<file path="src/include/dpc_defines.vh">
/*
 * Constants for the single-port host controller of a dual-port static RAM:
 * clock period, timing figures in ns, derived cycle counts, widths.
 * Assumes the includer runs at the rate in DPC_CLK_PERIOD_NS.
 */
`ifndef DPC_DEFINES_VH
`define DPC_DEFINES_VH

// ----------------------------------------------------------------
// Clock and widths
// ----------------------------------------------------------------
`define DPC_CLK_PERIOD_NS 100
`define DPC_ADDR_W 14
`define DPC_DATA_W 16
`define DPC_CNT_W 4

// ----------------------------------------------------------------
// Times in ns
// ----------------------------------------------------------------
`define DPC_WRITE_PULSE_NS 25
`define DPC_FLAG_WRITE_TO_READ_NS 5
`define DPC_WRITE_HOLD_NS 25
`define DPC_READ_ACCESS_NS 55
`define DPC_FLAG_RELEASE_TO_VALID_DATA_NS 40
`define DPC_OUTPUT_OFF_NS 25

// ----------------------------------------------------------------
// Cycle counts, least times rounded up
// ----------------------------------------------------------------
`define DPC_CEIL_CYC(ns) (((ns) + `DPC_CLK_PERIOD_NS - 1) / `DPC_CLK_PERIOD_NS)
`define DPC_WRITE_PULSE_CYC `DPC_CEIL_CYC(`DPC_WRITE_PULSE_NS)
`define DPC_FLAG_WRITE_TO_READ_CYC `DPC_CEIL_CYC(`DPC_FLAG_WRITE_TO_READ_NS)
`define DPC_WRITE_HOLD_CYC `DPC_CEIL_CYC(`DPC_WRITE_HOLD_NS)
`define DPC_READ_ACCESS_CYC `DPC_CEIL_CYC(`DPC_READ_ACCESS_NS)
`define DPC_RELEASE_TO_DATA_CYC `DPC_CEIL_CYC(`DPC_FLAG_RELEASE_TO_VALID_DATA_NS)
`define DPC_OUTPUT_OFF_CYC `DPC_CEIL_CYC(`DPC_OUTPUT_OFF_NS)

`endif

</file>
<file path="src/verilog/dpc_delay_timer.v">
/*
 * Down-counting delay timer used to stretch pin phases.
 * Assumes load and load_val come from the same clock domain.
 */
`timescale 1ns/1ps
`default_nettype none
`include "dpc_defines.vh"

module dpc_delay_timer
(
    input  wire                    sys_clk,   // System clock
    input  wire                    resetn,    // Async reset, active low
    input  wire                    clk_en,    // Freezes count when low
    input  wire                    load,      // Start a new delay
    input  wire [`DPC_CNT_W-1:0]   load_val,  // Cycles to wait
    output wire                    busy       // Delay still running
);

    reg [`DPC_CNT_W-1:0] count_ff;  // Remaining cycles

    // ------------------------------------------------------------
    // Counter
    // ------------------------------------------------------------
    // Load wins over decrement
    always @(posedge sys_clk or negedge resetn)
    begin
        if (!resetn)
            count_ff <= 4'h0;
        else if (clk_en)
        begin
            if (load)
                count_ff <= load_val;
            else if (count_ff != 4'h0)
                count_ff <= count_ff - 4'h1;
        end
    end

    assign busy = (count_ff != 4'h0);

endmodule // dpc_delay_timer

`default_nettype wire

</file>
<file path="src/verilog/dpc_port_ctrl.v">
/*
 * Host controller for one port of an asynchronous dual-port static RAM:
 * array and semaphore flag reads and writes, with contention waits.
 * Assumes the RAM pins are sampled synchronously to sys_clk and that the
 * pin wiring resolves ram_data_out and ram_data_oe into a shared bus.
 */
`timescale 1ns/1ps
`default_nettype none
`include "dpc_defines.vh"

module dpc_port_ctrl
(
    input  wire                    sys_clk,              // System clock
    input  wire                    resetn,               // Async reset, active low
    input  wire                    clk_en,               // Freezes all state when low
    input  wire                    req_valid,            // Request offered
    output wire                    req_ready,            // Request taken this edge
    input  wire                    req_write,            // 1 write, 0 read
    input  wire                    req_flag,             // 1 semaphore flag, 0 array
    input  wire [`DPC_ADDR_W-1:0]  req_addr,             // Word or flag address
    input  wire [`DPC_DATA_W-1:0]  req_wdata,            // Write data
    input  wire [1:0]              req_byte_en,          // Bit1 upper, bit0 lower
    output wire                    rsp_valid,            // One-cycle completion
    output wire [`DPC_DATA_W-1:0]  rsp_rdata,            // Read data
    output wire                    rsp_contended,        // Contention seen
    output wire [`DPC_ADDR_W-1:0]  ram_addr,             // Address pins
    output wire                    ram_chip_enable_n,    // Array select
    output wire                    ram_read_write_n,     // Write strobe
    output wire                    ram_output_enable_n,  // Output enable
    output wire                    flag_select_n,        // Semaphore select
    output wire                    upper_byte_select_n,  // Upper byte select
    output wire                    lower_byte_select_n,  // Lower byte select
    output wire [`DPC_DATA_W-1:0]  ram_data_out,         // Data to the RAM
    output wire                    ram_data_oe,          // High while driving data
    input  wire [`DPC_DATA_W-1:0]  ram_data_in,          // Data from the RAM
    input  wire                    contention_flag_n     // Port contention flag
);

    // ------------------------------------------------------------
    // States, one-hot
    // ------------------------------------------------------------
    localparam [5:0] ST_IDLE    = 6'b00_0001;  // Waiting for a request
    localparam [5:0] ST_SETUP   = 6'b00_0010;  // Address out, strobes high
    localparam [5:0] ST_STROBE  = 6'b00_0100;  // Strobes active
    localparam [5:0] ST_HOLD    = 6'b00_1000;  // Post-release hold
    localparam [5:0] ST_RELEASE = 6'b01_0000;  // Strobes high, address held
    localparam [5:0] ST_GAP     = 6'b10_0000;  // Turnaround before next

    localparam integer PULSE_I  = `DPC_WRITE_PULSE_CYC;         // Write pulse cycles
    localparam integer ACCESS_I = `DPC_READ_ACCESS_CYC;         // Read access cycles
    localparam integer WHOLD_I  = `DPC_WRITE_HOLD_CYC;          // Hold after release
    localparam integer RDATA_I  = `DPC_RELEASE_TO_DATA_CYC;     // Data after release
    localparam integer FGAP_I   = `DPC_FLAG_WRITE_TO_READ_CYC;  // Flag write to read
    localparam integer OFF_I    = `DPC_OUTPUT_OFF_CYC;          // Output turn-off

    // Counts cut to the timer width on purpose
    localparam [`DPC_CNT_W-1:0] PULSE_CYC  = PULSE_I[`DPC_CNT_W-1:0];
    localparam [`DPC_CNT_W-1:0] ACCESS_CYC = ACCESS_I[`DPC_CNT_W-1:0];
    localparam [`DPC_CNT_W-1:0] WHOLD_CYC  = WHOLD_I[`DPC_CNT_W-1:0];
    localparam [`DPC_CNT_W-1:0] RDATA_CYC  = RDATA_I[`DPC_CNT_W-1:0];
    localparam [`DPC_CNT_W-1:0] FGAP_CYC   = FGAP_I[`DPC_CNT_W-1:0];
    localparam [`DPC_CNT_W-1:0] OFF_CYC    = OFF_I[`DPC_CNT_W-1:0];

    // ------------------------------------------------------------
    // Registers
    // ------------------------------------------------------------
    reg [5:0]              state_ff;       // Current state
    reg [5:0]              nxt_state;      // Next state
    reg                    write_ff;       // Latched direction
    reg                    flag_ff;        // Latched target
    reg [`DPC_ADDR_W-1:0]  addr_ff;        // Latched address
    reg [`DPC_DATA_W-1:0]  wdata_ff;       // Latched write data
    reg [1:0]              byte_en_ff;     // Latched byte enables
    reg                    seen_ff;        // Contention seen in strobe
    reg                    nxt_seen;       // Next contention flag
    reg [`DPC_DATA_W-1:0]  rdata_ff;       // Captured read data
    reg                    rsp_valid_ff;   // Completion pulse
    reg                    rsp_cont_ff;    // Completion contention
    reg                    ce_n_ff;        // Chip enable pin
    reg                    rw_n_ff;        // Read/write pin
    reg                    oe_n_ff;        // Output enable pin
    reg                    sem_n_ff;       // Flag select pin
    reg                    ub_n_ff;        // Upper byte pin
    reg                    lb_n_ff;        // Lower byte pin
    reg                    doe_ff;         // Data drive enable
    reg                    tmr_load;       // Timer start
    reg [`DPC_CNT_W-1:0]   tmr_val;        // Timer length
    wire                   tmr_busy;       // Timer running
    wire                   take;           // Request accepted
    wire                   active;         // Strobe phase next cycle
    wire                   drive;          // Data driven next cycle

    assign take      = req_valid && state_ff[0];
    assign req_ready = state_ff[0];

    // ------------------------------------------------------------
    // Phase timer
    // ------------------------------------------------------------
    dpc_delay_timer u_timer
    (
        .sys_clk  (sys_clk),
        .resetn   (resetn),
        .clk_en   (clk_en),
        .load     (tmr_load),
        .load_val (tmr_val),
        .busy     (tmr_busy)
    );

    // ------------------------------------------------------------
    // Next-state logic
    // ------------------------------------------------------------
    // Strobe ends only once its width is met and contention is gone
    always @*
    begin
        nxt_state = state_ff;
        nxt_seen  = seen_ff;
        tmr_load  = 1'b0;
        tmr_val   = 4'h0;
        case (state_ff)
            ST_IDLE:
            begin
                if (take)
                    nxt_state = ST_SETUP;
            end
            ST_SETUP:
            begin
                // Pulse stretched to minimum width
                nxt_state = ST_STROBE;
                nxt_seen  = 1'b0;
                tmr_load  = 1'b1;
                tmr_val   = write_ff ? PULSE_CYC : ACCESS_CYC;
            end
            ST_STROBE:
            begin
                // Low flag blocks the write, keep strobing
                if (!contention_flag_n)
                    nxt_seen = 1'b1;
                if (!tmr_busy && contention_flag_n)
                begin
                    if (seen_ff)
                    begin
                        // Hold after release; and
                        nxt_state = ST_HOLD;
                        tmr_load  = 1'b1;
                        tmr_val   = write_ff ? WHOLD_CYC : RDATA_CYC;
                    end
                    else
                        nxt_state = ST_RELEASE;
                end
            end
            ST_HOLD:
            begin
                if (!tmr_busy)
                    nxt_state = ST_RELEASE;
            end
            ST_RELEASE:
            begin
                // Flag write to read spacing, output turn-off; and
                nxt_state = ST_GAP;
                tmr_load  = 1'b1;
                tmr_val   = (write_ff && flag_ff) ? FGAP_CYC : OFF_CYC;
            end
            ST_GAP:
            begin
                if (!tmr_busy)
                    nxt_state = ST_IDLE;
            end
            default:
            begin
                nxt_state = ST_IDLE;
            end
        endcase
    end

    assign active = nxt_state[2] || nxt_state[3];
    assign drive  = write_ff && (active || nxt_state[4]);

    // ------------------------------------------------------------
    // State and request latches
    // ------------------------------------------------------------
    // Request held stable from acceptance to the end of the gap
    always @(posedge sys_clk or negedge resetn)
    begin
        if (!resetn)
        begin
            state_ff   <= ST_IDLE;
            seen_ff    <= 1'b0;
            write_ff   <= 1'b0;
            flag_ff    <= 1'b0;
            addr_ff    <= 14'h0000;
            wdata_ff   <= 16'h0000;
            byte_en_ff <= 2'h0;
        end
        else if (clk_en)
        begin
            state_ff <= nxt_state;
            seen_ff  <= nxt_seen;
            if (take)
            begin
                // Address only moves while strobes are high
                write_ff   <= req_write;
                flag_ff    <= req_flag;
                addr_ff    <= req_addr;
                // Flag request 0, release 1 on bit 0
                wdata_ff   <= req_wdata;
                byte_en_ff <= req_byte_en;
            end
        end
    end

    // ------------------------------------------------------------
    // Pin drivers, registered from the next state
    // ------------------------------------------------------------
    always @(posedge sys_clk or negedge resetn)
    begin
        if (!resetn)
        begin
            ce_n_ff  <= 1'b1;
            sem_n_ff <= 1'b1;
            rw_n_ff  <= 1'b1;
            oe_n_ff  <= 1'b1;
            ub_n_ff  <= 1'b1;
            lb_n_ff  <= 1'b1;
            doe_ff   <= 1'b0;
        end
        else if (clk_en)
        begin
            // Exactly one select, held through the strobe
            ce_n_ff  <= !(active && !flag_ff);
            sem_n_ff <= !(active && flag_ff);
            // Write strobe falls with the select so device stays off
            rw_n_ff  <= !(active && write_ff);
            oe_n_ff  <= !(active && !write_ff);
            ub_n_ff  <= !(active && byte_en_ff[1]);
            lb_n_ff  <= !(active && byte_en_ff[0]);
            // Drive data only in write phases
            doe_ff   <= drive;
        end
    end

    // ------------------------------------------------------------
    // Response capture
    // ------------------------------------------------------------
    // Data taken as strobe ends, after any release delay
    always @(posedge sys_clk or negedge resetn)
    begin
        if (!resetn)
        begin
            rdata_ff     <= 16'h0000;
            rsp_valid_ff <= 1'b0;
            rsp_cont_ff  <= 1'b0;
        end
        else if (clk_en)
        begin
            rsp_valid_ff <= nxt_state[4] && !state_ff[4];
            if (nxt_state[4] && !state_ff[4])
            begin
                rsp_cont_ff <= seen_ff;
                if (!write_ff)
                    rdata_ff <= ram_data_in;
            end
        end
    end

    assign rsp_valid           = rsp_valid_ff;
    assign rsp_rdata           = rdata_ff;
    assign rsp_contended       = rsp_cont_ff;
    assign ram_addr            = addr_ff;
    assign ram_chip_enable_n   = ce_n_ff;
    assign ram_read_write_n    = rw_n_ff;
    assign ram_output_enable_n = oe_n_ff;
    assign flag_select_n       = sem_n_ff;
    assign upper_byte_select_n = ub_n_ff;
    assign lower_byte_select_n = lb_n_ff;
    assign ram_data_out        = wdata_ff;
    assign ram_data_oe         = doe_ff;

endmodule // dpc_port_ctrl

`default_nettype wire
</file>
<file path="config.mk">
export PLATFORM = sky130hd
export DESIGN_NAME = dpc_port_ctrl
export DESIGN_NICKNAME = d
export VERILOG_FILES = /design/src/verilog/dpc_delay_timer.v /design/src/verilog/dpc_port_ctrl.v
export VERILOG_INCLUDE_DIRS = /design/src /design/src/include
export SDC_FILE = /design/constraint.sdc
export NUM_CORES = 1
export LEC_CHECK = 0
export ABC_AREA = 1
export BUFFER_PORTS_ARGS = -buffer_cell sky130_fd_sc_hd__buf_2
export CAP_MARGIN = 10
export CORE_ASPECT_RATIO = 0.6
export CORE_UTILIZATION = 48
export CTS_CLUSTER_DIAMETER = 200
export DETAILED_ROUTE_END_ITERATION = 12
export GPL_TIMING_DRIVEN = 0
export PLACE_DENSITY = 0.78
export SYNTH_ARGS = -nofsm -noshare
export SYNTH_HDL_FRONTEND = slang
export SYNTH_SLANG_ARGS = --single-unit
</file>
<file path="constraint.sdc">
create_clock -name sys_clk -period 1.78 [get_ports sys_clk]
set_clock_uncertainty 0.05 [all_clocks]
set_input_delay 0.356 -clock sys_clk [delete_from_list [all_inputs] [get_ports sys_clk]]
set_output_delay 0.356 -clock sys_clk [all_outputs]
set_load 0.1 [all_outputs]
</file>
==> impl_metrics.yaml, run 1 <==
setup_path:
  cp.required_ns: 1.97
  cp_slowest_cell: "dfstp_4"
  rrSetupSlack_ns: 0.02
  cp_top_family: "simple AND/OR/NAND/NOR gates"
  cp-start-kind: "register"
  crit_path_max_incr_delay_ns: 0.50
  path_max_fanout: 10
  worstSetupPathType: "reg2reg"
  crit_path_end_kind: "register"
  crit_chain: "nor2_4, nand2_2, nor2_4, nand3_2, o21ai_4, nand2_4, buf_6, nand2_1, nand2_1"
  worstRegToRegCells: 9
  worst-path-buf-inv: 1
  cp.depth: 9
  r2r-end: "rsp_rdata[10]"
  r2r-start: "state_ff[0]"
  crit_arrival_ns: 1.94
clock_network:
  h-tree-depth: 3
  clk_latency_ns: 0.34
  cts-root-buf: "clkbuf_8"
  cts_tree: "done"
  hold_buffers: 0
  clkTransAtPathRegs_ns: 0.08
  numCtsBuffers: 9
  cts_buffer_depth: 2
  cts_sinks: 70
sta:
  finalMaxSlewViolations: 0
  relSlewSlack_pct: 42.78
  period_minus_slack_ns: 1.758
  hold_viol: 0
  period_share_pct: 98.79
  rsz0062_at_grt: "true"
  setup_viol: 0
  setup_tns_ns: 0
  max_freq_mhz: 568.7
  tightest_slew_ns: 0.8583
synth:
  synth-async-reset-ratio_pct: 100.0
  yosys.area.top_type: "dfrtp_1"
  ys_top_cells_by_count: "nand2_1, dfrtp_1, nand3_1"
  synth_edf_count: 0
  synth_area_leaders: "dfrtp_1, nand2_1, dfstp_2, nand3_1, nor2_1"
  yosysWarnings: 0
  yosysSeqAreaShare_pct: 56.69
  netlist_instances: 376
  synth_cell_types: 26
  synth_top_area_share_pct: 50.77
  yosys_register_bits: 70
  syn_area_per_cell_sq_um: 8.259
  yosysMostFrequentCell: "nand2_1"
  syn_nets: 432
  synth_area_sq_mm: 0.003105
  ys.flop_type: "dfrtp_1"
routing:
  wl_per_cell_um: 12.81
  via_count: 2846
  drc: 0
  drtIter0Drc: 287
  first_pass_iters: 4
  avgViaCountPerCell: 4.799
  drt-total-wl_um: 7598
  detail-route-antenna-nets: 0
cells_and_area:
  final.fill_count: 528
  diodes: 0
  final_net_count: 561
  final_cell_area_sq_mm: 0.004045
  drive_above_1_share_pct: 33.99
  synthToLayoutAreaGrowth_pct: 30.26
placement:
  placed_area_sq_mm: 0.003762
  dp_hpwl_um: 5442
  gp_congestion: 0.9067
  numPortBuffers: 109
global_route:
  gr-total-overflow: 0
  grt_pass1_vias: 2535
  grt_max_degree: 71
  grt_pass1_wl_um: 11990
  grt.total_usage_pct: 23.34
  antenna_found_initial: 0
floorplanning:
  dieArea_sq_mm: 0.006806
  start_util_pct: 50.37
  rows: 22
  core-area_sq_mm: 0.006166
  ioPinCount: 111
  die_w_um: 105.8
  die_h_um: 64.31
job:
  maxCapViolations: 0
status:
  status: "completed"
worst_hold_path:
  hold_class: "in2async"
worst max path at each step:
stage	slack, ns	startpoint	end
finish	0.02	state_ff[0]	rsp_rdata[10]
global route	-0.04	state_ff[0]	rsp_rdata[15]
CTS	0.02	state_ff[0]	rsp_rdata[8]
detailed placement	-0.06	u_timer.count_ff[0]	rsp_rdata[8]
global placement	-0.07	resetn	ram_addr[1]
floorplan	0.07	state_ff[0]	ram_addr[0]
what timing repair did:
action	4_1_cts	5_1_grt
setup buffers	2	7
resized for setup	3	8
setup endpoints to repair	11	44
pin swaps	0	5
gates cloned	0	0
metal layers:
metal / share of wire, % / routed length [um] / GRT usage (%) / up-vias
li1: - / - / - / 1426
met1: 49 / 3725 / 33.44 / 1303
met2: 42 / 3214 / 34.15 / 112
met3: 8.0 / 611 / 7.449 / 5
met4: 0.61 / 46 / 6.250 / 0
met5: 0 / 0 / 0 / -
sequential cells by signal (all words and copies together), names as in the netlist, 2 cells and up:
name,flops
rsp_rdata,16
u_timer.count_ff,4
ram_addr,14
ram_data_out,16
state_ff,6
byte_en_ff,2
layout make-up:
cell class              instances  area [sq um]  share of cell area, %
plain buffers                  12         70.07                  1.732
clock buffers                   9         123.9                  3.062
clock inverters                 6         63.81                  1.577
inverters                      23         86.33                  2.134
multi-input cells             271          1214                  30.00
flip-flops and latches         70          1764                  43.61
well taps                      84         105.1                  2.598
repair buffers                118         618.1                  15.28
per-stage QoR:
stage	utilization [%]	setup WS [ns]	hold slack [ns]	std cells
2_1_floorplan	-	0.06644	0.01041	376
3_3_place_gp	60.98	-0.06805	0.3997	569
3_5_place_dp	61.02	-0.06003	0.4038	569
4_1_cts	64.47	0.02159	0.09476	586
5_1_grt	65.60	-0.04449	0.1235	593
6_report	65.60	0.02158	0.06575	593
cell families after synthesis:
kind of cell	Yosys count	synth area share [%]
XOR/XNOR	1	0.2821
adder cells (fa/ha/maj)	1	0.4028
AND/OR/NAND/NOR	250	34.25
AO/OA/AOI/OAI	19	3.425
flip-flops	70	56.69
buffers and inverters	35	4.956
layout by cell type, fill, tap and decap left out, drive strengths merged, types with 3 or more instances in the layout:
cell type,Yosys,routed
a21oi,7,7
nand3,32,32
nand3b,3,3
nand2,183,183
dfrtp,63,63
buf,8,126
o21ai,12,12
nand4,3,3
dfstp,7,7
clkbuf,4,13
nor2,27,27
inv,21,21
clkinv,2,5
Power of run 1 is not shown: default switching activity piles up to over one toggle a cycle in this logic, so the estimate is an artifact.
==> inputs of run 2 (changes only) <==
--- a/config.mk
+++ b/config.mk
@@ -15,6 +15,7 @@
 export DETAILED_ROUTE_END_ITERATION = 12
 export GPL_TIMING_DRIVEN = 0
 export PLACE_DENSITY = 0.78
+export REMOVE_ABC_BUFFERS = 1
 export SYNTH_ARGS = -nofsm -noshare
 export SYNTH_HDL_FRONTEND = slang
 export SYNTH_SLANG_ARGS = --single-unit
==> run 2 against run 1 <==
Critical path depth shrank 8. Non-clock buffer count shrank 12. Routed wire length shrank 1.8%. Via count shrank 0.63%. Global-route usage shrank 0.21 points. Worst hold slack gained 0.013 ns. Clock-buffer cell count is the same.
==> impl_metrics.yaml, run 2 (same netlist as run 1, synthesis figures left out) <==
setup_path:
  worstRegToRegCells: 9
  cp.depth: 1
  worstSetupPathType: "reg2out"
  cp_top_family: "flip-flops"
  crit_path_max_incr_delay_ns: 0.54
  crit_arrival_ns: 1.30
  crit_path_end_kind: "output pin"
  cp_slowest_cell: "dfstp_2"
  crit_chain: "buf_2"
  cp.required_ns: 1.37
  path_max_fanout: 2
  worst-path-buf-inv: 1
  cp-start-kind: "register"
sta:
  period_share_pct: 96.01
  period_minus_slack_ns: 1.709
  relSlewSlack_pct: 43.08
  finalMaxSlewViolations: 0
  setup_viol: 0
  final.setup.worst_slack_ns: 0.07103
  max_freq_mhz: 585.1
  whs_ns: 0.07911
  tightest_slew_ns: 0.8538
  hold_viol: 0
clock_network:
  cts_buffer_depth: 2
  h-tree-depth: 3
  cts_tree: "done"
  clk_latency_ns: 0.34
  cts-root-buf: "clkbuf_8"
  hold_buffers: 0
  cts_sinks: 70
  numCtsBuffers: 9
  clkTransAtPathRegs_ns: 0.08
status:
  status: "completed"
placement:
  gp_congestion: 0.9590
  numPortBuffers: 110
  dp_hpwl_um: 5139
  dp_slack_ns: -0.3900
cells_and_area:
  final_cell_mix: "nand2_1, buf_2, dfrtp_1, nand3_1, nor2_1"
  layout_commonest_cell: "nand2_1"
  fin_util_pct: 66.15
  synthToLayoutAreaGrowth_pct: 31.35
  final_net_count: 550
  diodes: 0
  drive_above_1_share_pct: 32.67
floorplanning:
  dieArea_sq_mm: 0.006806
  ioPinCount: 111
  start_util_pct: 50.37
  die_h_um: 64.31
  core-area_sq_mm: 0.006166
  rows: 22
  die_w_um: 105.8
global_route:
  grt_max_degree: 71
  antenna_found_initial: 0
  grt_pass1_wl_um: 12150
  gr-total-overflow: 0
  grt.total_usage_pct: 23.13
  grt_pass1_vias: 2553
worst_hold_path:
  hold_class: "in2async"
routing:
  wl_per_cell_um: 12.80
  drtIter0Drc: 156
  avgViaCountPerCell: 4.851
  drt-total-wl_um: 7460
  drt-met1-wl_um: 3527
  drc: 0
  routed.top_layer: "met4"
  detail-route-antenna-nets: 0
  via_count: 2828
  first_pass_iters: 4
  wl_met2_um: 3205
  met3_length_um: 677
job:
  maxCapViolations: 0
[run 2: timing repair]
item	in CTS	in global routing
pin swaps	2	2
buffers inserted	4	2
setup endpoints to repair	51	22
cloned	0	2
resized for setup	2	9
[run 2: per-stage QoR]
step	instance area, sq um	setup TNS, ns	cells
final	4079	0	583
after global routing	4079	-0.06130	583
after global placement	3694	-46.33	558
after floorplan	3038	-23.68	364
after detailed placement	3724	-16.32	559
after CTS	3993	0	579
[run 2: layer usage]
metal,global-route usage [%],vias up
met4,6.771,0
met2,33.66,119
met3,7.959,6
met5,0,-
li1,-,1407
met1,32.67,1296
[run 2: final timing paths]
check	slack, ns	start	endpoint
max in group asynchronous	1.05	resetn	rsp_rdata[13]
hold / removal	0.08	resetn	ram_addr[11]
setup reg to reg	0.08	u_timer.count_ff[1]	rsp_rdata[12]
setup / recovery	0.07	upper_byte_select_n	upper_byte_select_n
hold reg to reg	0.42	rsp_rdata[13]	rsp_rdata[13]
min in group sys_clk	0.15	req_wdata[5]	ram_data_out[5]
[run 2: area by class of cell]
class	count	area [sq um]
Multi-Input combinational cell	272	1235
Clock buffer	9	123.9
Fill cell	558	2087
Tap cell	84	105.1
Timing Repair Buffer	118	665.6
Sequential cell	70	1760
Clock inverter	7	97.59
Inverter	23	91.34
Power of run 2 is left out for the same reason.
